[config.mk]
export PLATFORM = sky130hd
export DESIGN_NAME = low_power_comparator
export DESIGN_NICKNAME = d
export VERILOG_FILES = /design/src/design/lpc_pkg.sv /design/src/design/lpc_sync.sv /design/src/design/lpc_startup.sv /design/src/design/low_power_comparator.sv
export SDC_FILE = /design/constraint.sdc
export NUM_CORES = 1
export LEC_CHECK = 0
export BUFFER_PORTS_ARGS = -buffer_cell sky130_fd_sc_hd__buf_4
export CAP_MARGIN = 20
export CORE_ASPECT_RATIO = 0.9
export CORE_MARGIN = 10
export CORE_UTILIZATION = 47
export CTS_BUF_LIST = sky130_fd_sc_hd__clkbuf_8
export CTS_CLUSTER_DIAMETER = 150
export DETAILED_ROUTE_END_ITERATION = 8
export PLACE_DENSITY_LB_ADDON = 0.05
export RECOVER_POWER = 100
export SLEW_MARGIN = 20
export SYNTH_ARGS = -nofsm -noshare
export SYNTH_HDL_FRONTEND = slang
export SYNTH_HIERARCHICAL = 1
export SYNTH_SLANG_ARGS = --single-unit
[constraint.sdc]
create_clock -name core_clk_i -period 2.3 [get_ports core_clk_i]
set_input_delay 0.23 -clock core_clk_i [delete_from_list [all_inputs] [get_ports core_clk_i]]
set_output_delay 0.23 -clock core_clk_i [all_outputs]
set_load 0.02 [all_outputs]
[src/design/lpc_pkg.sv]
// constants shared by the low-power comparator control logic
// assumes an apb master on the single core clock, synchronous reset
package lpc_pkg;
    localparam logic [11:0] task_start_off   = 12'h000;
    localparam logic [11:0] task_stop_off    = 12'h004;
    localparam logic [11:0] task_sample_off  = 12'h008;
    localparam logic [11:0] ev_ready_off     = 12'h100;
    localparam logic [11:0] ev_down_off      = 12'h104;
    localparam logic [11:0] ev_up_off        = 12'h108;
    localparam logic [11:0] ev_cross_off     = 12'h10c;
    localparam logic [11:0] int_set_off      = 12'h304;
    localparam logic [11:0] int_clr_off      = 12'h308;
    localparam logic [11:0] result_off       = 12'h400;
    localparam logic [11:0] enable_off       = 12'h500;
    localparam logic [11:0] input_sel_off    = 12'h504;
    localparam logic [11:0] ref_sel_off      = 12'h508;
    localparam logic [11:0] ext_ref_sel_off  = 12'h50c;
    localparam logic [11:0] detect_cfg_off   = 12'h520;
    localparam logic [11:0] hysteresis_enable_off         = 12'h538;
    localparam logic [11:0] status_off       = 12'h540;
    // event bit positions in status and mask registers
    localparam int ev_ready_bit = 0;
    localparam int ev_down_bit  = 1;
    localparam int ev_up_bit    = 2;
    localparam int ev_cross_bit = 3;
    localparam int num_events   = 4;
    // reset values
    localparam logic [2:0] ref_sel_rst    = 3'h0;
    localparam logic [2:0] input_sel_rst  = 3'h0;
    localparam logic [1:0] detect_cfg_rst = 2'h0;
    // detect source encodings
    localparam logic [1:0] detect_cross = 2'h0;
    localparam logic [1:0] detect_up    = 2'h1;
    localparam logic [1:0] detect_down  = 2'h2;
    // startup time in nanoseconds and the clock rate
    localparam int startup_ns  = 140000;
    localparam int clk_mhz     = 10;
    localparam int startup_cyc = (startup_ns * clk_mhz + 999) / 1000;
    typedef enum logic [1:0] {
        st_off     = 2'b00,
        st_startup = 2'b01,
        st_running = 2'b11
    } cmp_state_t;
endpackage

[src/design/lpc_sync.sv]
// two-flop synchroniser for the asynchronous comparator output
// assumes the analog core output may change at any time
module lpc_sync
    import lpc_pkg::*;
(
    input  wire logic core_clk_i,
    input  wire logic reset_i,
    input  wire logic async_i,
    output logic      sync_o
);
    logic stage1;
    logic next_stage1;
    logic next_sync;

    // first stage feeds only the second stage
    always_comb begin
        next_stage1 = async_i;
        next_sync   = stage1;
    end

    always_ff @(posedge core_clk_i) begin
        if (reset_i) begin
            stage1 <= 1'b0;
            sync_o <= 1'b0;
        end else begin
            stage1 <= next_stage1;
            sync_o <= next_sync;
        end
    end
endmodule

[src/design/lpc_startup.sv]
// startup interval counter: pulses done when the interval has elapsed
// assumes start is a one-cycle pulse; abort cancels a running interval
module lpc_startup
    import lpc_pkg::*;
#(
    parameter int count = startup_cyc
) (
    input  wire logic core_clk_i,
    input  wire logic reset_i,
    input  wire logic start_i,
    input  wire logic abort_i,
    output logic      busy_o,
    output logic      done_o
);
    localparam int cw = $clog2(count + 1);
    if (count < 1) begin : bad_count
        $error("startup count must be at least one");
    end
    logic [cw-1:0] cnt;
    logic [cw-1:0] next_cnt;
    logic          next_busy;
    logic          next_done;

    always_comb begin
        next_cnt  = cnt;
        next_busy = busy_o;
        next_done = 1'b0;
        if (abort_i) begin
            next_busy = 1'b0;
        end else if (start_i) begin
            next_busy = 1'b1;
            next_cnt  = cw'(count - 1);
        end else if (busy_o) begin
            if (cnt == '0) begin
                next_busy = 1'b0;
                next_done = 1'b1;
            end else begin
                next_cnt = cnt - 1'b1;
            end
        end
    end

    always_ff @(posedge core_clk_i) begin
        if (reset_i) begin
            cnt    <= '0;
            busy_o <= 1'b0;
            done_o <= 1'b0;
        end else begin
            cnt    <= next_cnt;
            busy_o <= next_busy;
            done_o <= next_done;
        end
    end
endmodule

[src/design/low_power_comparator.sv]
// control, event and register logic around the low-power comparator
// assumes apb from software, a power controller giving deep sleep and
// wakeup indications, and an asynchronous analog comparator output
//
// The register offsets and the APB slave port were chosen for this implementation.
module low_power_comparator
    import lpc_pkg::*;
#(
    parameter int startup_count = startup_cyc
) (
    input  wire logic        core_clk_i,
    input  wire logic        reset_i,
    input  wire logic        psel_i,
    input  wire logic        penable_i,
    input  wire logic        pwrite_i,
    input  wire logic [11:0] paddr_i,
    input  wire logic [31:0] pwdata_i,
    output logic      [31:0] prdata_o,
    output logic             pready_o,
    output logic             pslverr_o,
    input  wire logic        cmp_out_i,
    input  wire logic        deep_sleep_i,
    input  wire logic        wakeup_i,
    output logic             analog_detect_wake_o,
    output logic             cmp_power_o,
    output logic             pins_acquired_o,
    output logic      [2:0]  input_sel_o,
    output logic      [3:0]  reference_select_o,
    output logic             external_reference_select_o,
    output logic             hysteresis_enable_o,
    output logic             irq_o,
    output logic             ev_ready_o,
    output logic             ev_down_o,
    output logic             ev_up_o,
    output logic             ev_cross_o
);
    logic                  enable;
    logic [num_events-1:0] status;
    logic [num_events-1:0] mask;
    logic                  result;
    logic [1:0]            detect_cfg;
    cmp_state_t            state;
    logic                  cmp_prev;
    logic                  cmp_sync;
    logic                  su_busy;
    logic                  su_done;

    logic                  next_enable;
    logic [num_events-1:0] next_status;
    logic [num_events-1:0] next_mask;
    logic                  next_result;
    logic [1:0]            next_detect_cfg;
    cmp_state_t            next_state;
    logic [2:0]            next_input_sel;
    logic [3:0]            next_ref_sel;
    logic                  next_ext_ref;
    logic                  next_hysteresis_enable;
    logic [31:0]           next_prdata;
    logic                  next_pready;
    logic                  next_pslverr;
    logic [num_events-1:0] ev;
    logic                  next_wake;
    logic                  next_irq;
    logic                  wr;
    logic                  t_start;
    logic                  t_stop;
    logic                  t_sample;
    logic                  wipe;
    logic                  up_edge;
    logic                  down_edge;
    logic                  mapped;

    lpc_sync u_sync (
        .core_clk_i (core_clk_i),
        .reset_i    (reset_i),
        .async_i    (cmp_out_i),
        .sync_o     (cmp_sync)
    );

    lpc_startup #(.count(startup_count)) u_startup (
        .core_clk_i (core_clk_i),
        .reset_i    (reset_i),
        .start_i    (t_start),
        .abort_i    (t_stop | wipe),
        .busy_o     (su_busy),
        .done_o     (su_done)
    );

    // a wakeup from deep sleep clears the control, event and register state back to reset values; the apb response flops keep theirs
    assign wipe      = wakeup_i;
    assign wr        = psel_i & penable_i & pwrite_i & pready_o;
    assign t_start   = wr & (paddr_i == task_start_off) & pwdata_i[0]
                       & enable;
    assign t_stop    = wr & (paddr_i == task_stop_off) & pwdata_i[0];
    assign t_sample  = wr & (paddr_i == task_sample_off) & pwdata_i[0];
    // edges only from the synchronised copy, one pulse per crossing
    assign up_edge   = (state == st_running) & cmp_sync & ~cmp_prev;
    assign down_edge = (state == st_running) & ~cmp_sync & cmp_prev;

    always_comb begin
        mapped = 1'b1;
        case (paddr_i)
            task_start_off, task_stop_off, task_sample_off,
            ev_ready_off, ev_down_off, ev_up_off, ev_cross_off,
            int_set_off, int_clr_off, result_off, enable_off,
            input_sel_off, ref_sel_off, ext_ref_sel_off,
            detect_cfg_off, hysteresis_enable_off, status_off: mapped = 1'b1;
            default: mapped = 1'b0;
        endcase
    end

    always_comb begin
        next_state = state;
        case (state)
            st_off: if (t_start) next_state = st_startup;
            st_startup: begin
                if (t_stop) next_state = st_off;
                else if (su_done) next_state = st_running;
            end
            st_running: if (t_stop) next_state = st_off;
            default: next_state = st_off;
        endcase
        if (wipe | ~enable) next_state = st_off;
    end

    always_comb begin
        ev = '0;
        // during deep sleep only the wake line moves, no events
        if (~deep_sleep_i & ~wakeup_i) begin
            ev[ev_ready_bit] = su_done & (state == st_startup);
            ev[ev_up_bit]    = up_edge;
            ev[ev_down_bit]  = down_edge;
            ev[ev_cross_bit] = up_edge | down_edge;
        end
        next_wake = 1'b0;
        if (deep_sleep_i & enable) begin
            case (detect_cfg)
                detect_up:   next_wake = up_edge;
                detect_down: next_wake = down_edge;
                default:     next_wake = up_edge | down_edge;
            endcase
        end
    end

    always_comb begin
        next_enable     = enable;
        next_mask       = mask;
        next_result     = result;
        next_detect_cfg = detect_cfg;
        next_input_sel  = input_sel_o;
        next_ref_sel    = reference_select_o;
        next_ext_ref    = external_reference_select_o;
        next_hysteresis_enable       = hysteresis_enable_o;
        next_status     = status;
        if (t_sample) next_result = cmp_sync;
        if (wr) begin
            case (paddr_i)
                enable_off:      next_enable = pwdata_i[0];
                input_sel_off:   next_input_sel = pwdata_i[2:0];
                ref_sel_off:     next_ref_sel = pwdata_i[3:0];
                ext_ref_sel_off: next_ext_ref = pwdata_i[0];
                detect_cfg_off:  next_detect_cfg = pwdata_i[1:0];
                hysteresis_enable_off:        next_hysteresis_enable = pwdata_i[0];
                int_set_off:     next_mask = mask | pwdata_i[3:0];
                int_clr_off:     next_mask = mask & ~pwdata_i[3:0];
                status_off:      next_status = status & ~pwdata_i[3:0];
                ev_ready_off:    if (~pwdata_i[0])
                    next_status[ev_ready_bit] = 1'b0;
                ev_down_off:     if (~pwdata_i[0])
                    next_status[ev_down_bit] = 1'b0;
                ev_up_off:       if (~pwdata_i[0])
                    next_status[ev_up_bit] = 1'b0;
                ev_cross_off:    if (~pwdata_i[0])
                    next_status[ev_cross_bit] = 1'b0;
                default: ;
            endcase
        end
        // a new event wins over a clear in the same cycle
        next_status = next_status | ev;
        next_irq    = |(next_status & next_mask);
    end

    always_comb begin
        next_prdata  = '0;
        next_pready  = 1'b0;
        next_pslverr = 1'b0;
        if (psel_i & ~pready_o) begin
            next_pready  = 1'b1;
            next_pslverr = ~mapped;
            if (~pwrite_i) begin
                case (paddr_i)
                    ev_ready_off: next_prdata = 32'(status[ev_ready_bit]);
                    ev_down_off:  next_prdata = 32'(status[ev_down_bit]);
                    ev_up_off:    next_prdata = 32'(status[ev_up_bit]);
                    ev_cross_off: next_prdata = 32'(status[ev_cross_bit]);
                    status_off:   next_prdata = 32'(status);
                    int_set_off, int_clr_off: next_prdata = 32'(mask);
                    result_off:   next_prdata = 32'(result);
                    enable_off:   next_prdata = 32'(enable);
                    input_sel_off: next_prdata = 32'(input_sel_o);
                    ref_sel_off:  next_prdata = 32'(reference_select_o);
                    ext_ref_sel_off:
                        next_prdata = 32'(external_reference_select_o);
                    detect_cfg_off: next_prdata = 32'(detect_cfg);
                    hysteresis_enable_off:     next_prdata = 32'(hysteresis_enable_o);
                    default:      next_prdata = '0;
                endcase
            end
        end
    end

    always_ff @(posedge core_clk_i) begin
        if (reset_i | wipe) begin
            enable                      <= 1'b0;
            status                      <= '0;
            mask                        <= '0;
            result                      <= 1'b0;
            detect_cfg                  <= detect_cfg_rst;
            state                       <= st_off;
            cmp_prev                    <= 1'b0;
            input_sel_o                 <= input_sel_rst;
            reference_select_o          <= {1'b0, ref_sel_rst};
            external_reference_select_o <= 1'b0;
            hysteresis_enable_o         <= 1'b0;
            cmp_power_o                 <= 1'b0;
            pins_acquired_o             <= 1'b0;
            irq_o                       <= 1'b0;
            analog_detect_wake_o        <= 1'b0;
            ev_ready_o                  <= 1'b0;
            ev_down_o                   <= 1'b0;
            ev_up_o                     <= 1'b0;
            ev_cross_o                  <= 1'b0;
        end else begin
            enable                      <= next_enable;
            status                      <= next_status;
            mask                        <= next_mask;
            result                      <= next_result;
            detect_cfg                  <= next_detect_cfg;
            state                       <= next_state;
            // first run cycle compares against the current level
            cmp_prev                    <= cmp_sync;
            input_sel_o                 <= next_input_sel;
            reference_select_o          <= next_ref_sel;
            external_reference_select_o <= next_ext_ref;
            hysteresis_enable_o         <= next_hysteresis_enable;
            cmp_power_o                 <= next_state != st_off;
            pins_acquired_o             <= next_enable;
            irq_o                       <= next_irq;
            analog_detect_wake_o        <= next_wake;
            ev_ready_o                  <= ev[ev_ready_bit];
            ev_down_o                   <= ev[ev_down_bit];
            ev_up_o                     <= ev[ev_up_bit];
            ev_cross_o                  <= ev[ev_cross_bit];
        end
    end

    // apb reads and writes complete in the first access cycle, with no wait states
    always_ff @(posedge core_clk_i) begin
        if (reset_i) begin
            prdata_o  <= '0;
            pready_o  <= 1'b0;
            pslverr_o <= 1'b0;
        end else begin
            prdata_o  <= next_prdata;
            pready_o  <= next_pready;
            pslverr_o <= next_pslverr;
        end
    end

    // cycles since the last start task, saturating; times the ready pulse
    localparam int sw = $clog2(startup_count + 2);
    logic [sw-1:0] since_start;
    logic [sw-1:0] next_since_start;

    always_comb begin
        next_since_start = since_start;
        if (t_start) begin
            next_since_start = '0;
        end else if (since_start != '1) begin
            next_since_start = since_start + 1'b1;
        end
    end

    always_ff @(posedge core_clk_i) begin
        if (reset_i) begin
            since_start <= '0;
        end else begin
            since_start <= next_since_start;
        end
    end

    ready_after_start_a: assert property (@(posedge core_clk_i)
        disable iff (reset_i)
        ev_ready_o |-> since_start == sw'(startup_count + 1))
        else $error("ready not at end of startup");
    up_cross_pair_a: assert property (@(posedge core_clk_i)
        disable iff (reset_i)
        ev_up_o |-> ev_cross_o && !ev_down_o)
        else $error("up event without cross");
    down_cross_pair_a: assert property (@(posedge core_clk_i)
        disable iff (reset_i)
        ev_down_o |-> ev_cross_o && !ev_up_o)
        else $error("down event without cross");
    stop_quiet_a: assert property (@(posedge core_clk_i)
        disable iff (reset_i)
        (t_stop && !t_start) |-> ##2 !ev_cross_o)
        else $error("crossing after stop");
    sample_capture_a: assert property (@(posedge core_clk_i)
        disable iff (reset_i || wipe)
        t_sample |=> result == $past(cmp_sync))
        else $error("sample missed output");
    hysteresis_enable_reset_a: assert property (@(posedge core_clk_i)
        disable iff (reset_i)
        $past(reset_i) |-> !hysteresis_enable_o)
        else $error("hysteresis not reset");
    wake_clears_a: assert property (@(posedge core_clk_i)
        disable iff (reset_i)
        wakeup_i |=> !enable && mask == '0 && status == '0)
        else $error("wakeup kept registers");
    sleep_no_event_a: assert property (@(posedge core_clk_i)
        disable iff (reset_i)
        $past(deep_sleep_i) |-> !ev_cross_o && !ev_ready_o)
        else $error("event during deep sleep");
    pins_follow_a: assert property (@(posedge core_clk_i)
        disable iff (reset_i || wipe)
        $past(enable) != enable |=> pins_acquired_o == $past(enable))
        else $error("pins not following enable");
    single_event_a: assert property (@(posedge core_clk_i)
        disable iff (reset_i)
        ev_cross_o |=> !ev_cross_o || ev_up_o == $past(ev_down_o))
        else $error("crossing pulse repeated");
    wake_source_a: assert property (@(posedge core_clk_i)
        disable iff (reset_i || wipe)
        analog_detect_wake_o |-> $past(deep_sleep_i))
        else $error("wake outside deep sleep");
endmodule

==> results by stage <==
Floorplan:
- The width of the die is between 100 and 150 um.
- The height of the chip is roughly 96 um.
- The initial core utilization is 48.9%.
- The number of placed I/O pins is approximately 100.
- The number of cell rows is 27.
- The die covers ~10000 um2.
- The floorplan step defined a core boundary enclosing 6180 um2.

Placed design:
- Routability-driven placement finished with a final weighted congestion of 0.951.
- OpenSTA, run right after detailed placement, puts the worst setup slack at -68.8 ps.
- Port buffering added 46 buffers.
- The estimated wirelength of the detail-placed design is 6780 um.

Clock tree:
- No sink is reached through more buffers than the 2 on the longest clock path.
- The count of hold-fix buffers inserted at cts is 0.
- TritonCTS built the clock tree.
- The clock sink count is 52.
- The total number of H-tree levels is 2.
- The clock reaches the later pin of the worst-skew pair after 300 ps.
- The clock tree root buffer cell is clkbuf_8.
- The TritonCTS buffer count is 5.
- Clock-pin slew was measured on the worst setup and hold paths at around 100 ps.

Routing:
- The count of nets left with antenna violations after detail routing is 0.
- The via total after detailed routing is between 2000 and 3000.
- The DRC violation total after the first TritonRoute iteration is 171.
- The routed design has 8720 um of wire.
- The count of unresolved DRC violations after routing is 0.
- In the final routed layout, each cell accounts on average for 16.4 um.
- The pre-antenna-repair detailed-routing pass consisted of 4 iterations.
- The per-cell via count in the routed design is between 5 and 6.

Hold path:
- The worst hold path begins at cmp_out_i.
- The sink of the worst hold path is u_sync/next_sync.
- In this run the worst hold path is classified as in -> reg.
- The worst hold path passes through 2 cells.

STA:
- The slew at the pin closest to its max-slew limit is 888 ps.
- The setup-violating endpoint count in the final report is 0.
- The number of endpoints with negative hold slack in the final report is 0.
- Setup slack on the critical path of the routed design comes to around 87 ps.
- The final period utilization is 96.2%.
- The worst clock skew on the final layout is 7.62 ps.
- The number of pins with negative max-slew slack in the final report is 0.
- The final critical path time including I/O delays and setup is 2210 ps.
- The worst slew margin relative to its limit is 40.8%.
- The highest achievable clock rate is between 400 and 500 MHz.

Global routing:
- The number of global-route vias before repair was 2878.
- Entering global routing, the biggest net connects 20 pins.
- Across every metal layer, demand over resource in global routing totals 17.3%.
- The number of antenna violations at the first check in global routing is 0.
- The first-pass GRT wire length is about 15000 um.
- After global routing the overflow that remains totals 0.

Cells and area:
- The number of nets in the layout is 499.
- The post-route netlist has 21.3% of its cells at a drive strength greater than 1.
- The number of antenna diodes in the final layout is 0.
- Cells fill 58.7% of the core in the end.
- The area growth from synthesis to layout is 20.0%.

Synth:
- The synthesized area per cell is 8.25 um2.
- After synthesis, the largest area contributor takes up 34.5% of total cell area.
- Sequential elements use 34.5% of the synthesized area.
- Yosys mapped a number of flops with a built-in enable equal to 0.
- The flip-flop and latch count after synthesis is 52.
- The count of distinct cell types in the synthesized netlist is 66.
- In this run the cell area of the synthesized design comes to 3020 um2.
- The number of warnings reported in the yosys synthesis log is 6.
- The most instantiated flip-flop cell in the synthesis netlist is dfxtp_1.
- The largest total area in the synthesized netlist belongs to dfxtp_1.
- Synthesis produced a netlist whose cell count is ~370.
- The fraction of registers with async set/reset is 0%.
- By area the synthesized netlist is led by dfxtp_1 (34%), buf_4 (7.2%), nor2_1 (5.3%), mux2i_1 (3.6%), a21oi_1 (3.3%).

Pwr:
- The static leakage is 0.00135 uW.
- The total power density per cell area is 481 nW/um2.
- The largest vdd supply drop is 0.387 mV.

Run status:
- The flow ran to the end, and the final reports show no timing, DRC or antenna violations.

Setup path:
- Along the worst path, the maximum fanout reaches 4.
- The worst path arrival time is 2460 ps.
- The capturing point of the worst reg2reg path is u_startup/cnt[3].
- The reg2reg setup slack is 90 ps.
- Data on the critical path is required at its endpoint by approximately 2600 ps.
- For the worst flop-to-flop path, the logic depth is 8.
- The endpoint type of the worst setup path is a register.
- STA classifies the critical path startpoint as a register.
- The launch instance of the worst register-to-register path is pready_o.
- The type of the worst setup path is reg -> reg.

Run:
- The tool flagged a number of max-cap violations equal to 0.
## report_power, final
part           internal (uW)  switching [uW]  leakage [uW]
Combinational           70.7             127      0.000873
Sequential               904            1.76      0.000420
Clock                    325             314     0.0000599
## flip-flops by register name (all words and copies together) (netlist names), 2 cells and up
name / cells
u_startup/cnt: 11
mask: 4
prdata_o: 4
reference_select_o: 4
status: 4
input_sel_o: 3
detect_cfg: 2
state: 2
## synth_stat cells (5+ instances only)
cell type	n
a21oi_1	20
and3_1	6
inv_1	15
a22oi_1	7
nor2_1	43
nor4_1	6
nand2_1	25
buf_4	29
dfxtp_1	52
nand3_1	9
mux2i_1	11
nor3_1	11
or4_1	5
nand2b_1	5
nor3b_1	5
nand4_1	8
clkbuf_1	8
nor2b_1	6
o21ai_0	11
## metal layers
| metal | routed length, um | share of wire, % | up-vias | global-route usage (%) |
|---|---|---|---|---|
| li1 | - | - | 1435 | - |
| met1 | 4130 | 47 | 1350 | 22.9 |
| met2 | 3960 | 45 | 85 | 27.9 |
| met3 | 567 | 6.5 | 6 | 4.81 |
| met4 | 72 | 0.83 | 0 | 3.47 |
| met5 | 0 | 0 | - | 0 |
## final cells by class
type | count | area, um2
flip-flops and latches | 52 | 1040
multi-input cells | 285 | 1770
well taps | 87 | 109
clock inverters | 3 | 42.5
repair buffers | 85 | 537
fillers | 632 | 2560
clock buffers | 5 | 68.8
inverters | 15 | 56.3
## layout by cell type (no fill, tap or decap), types with 11 or more instances in the layout
| cell | count |
|---|---|
| nor3_1 | 11 |
| a21oi_1 | 19 |
| nor2_1 | 43 |
| conb_1 | 28 |
| inv_1 | 16 |
| nand2_1 | 25 |
| dfxtp_1 | 52 |
| buf_4 | 55 |
| o21ai_0 | 11 |
| mux2i_1 | 11 |
| clkbuf_1 | 28 |
## cell families after synthesis
kind of cell / after synthesis / share of synthesized area (%)
xor+xnor: 4 / 1.16
mux: 11 / 3.65
simple gates: 162 / 30.5
buf+inv: 56 / 11.1
fa+ha+maj: 3 / 1.24
compound gates: 77 / 17.7
flops: 52 / 34.5
other cells: 1 / 0.124
## what timing repair did
item                                    4_1_cts  5_1_grt
setup buffers                                 1        1
gates resized for setup                       3        6
pin swaps                                     1        2
endpoints found under the setup margin        3        6
## critical path, cell delays in order, from the launching register on
cell,delay [ps]
dfxtp_1,320
and4_1,200
and3_4,180
and3_4,150
or2_4,230
o21bai_2,210
or4_4,420
or3_1,330
a21oi_2,110
## per-stage QoR
stage          hold slack (ps)  power [uW]  area, um2  TNS, ps  std cells
5_1_grt                    149        1810       3630    -4.54        532
4_1_cts                    123        1760       3710        0        531
2_1_floorplan              299        1070       3130        0        393
3_5_place_dp               429        1120       3580     -304        522
6_report                   128        1740       3630        0        532
3_3_place_gp               416        1120       3580     -121        522
## worst max-delay path by stage
stage               startpoint          endpoint  slack [ps]  cells past startpoint
floorplan             pready_o  u_startup/cnt[3]          30                      8
global placement    paddr_i[9]  u_startup/cnt[3]         -60                      9
detailed placement    pwrite_i  u_startup/cnt[1]         -70                     10
CTS                   pready_o  u_startup/cnt[5]           8                      9
global route          pready_o  u_startup/cnt[3]          -5                      8
finish                pready_o  u_startup/cnt[3]          90                      8
Power figures use the tool's default switching activity.
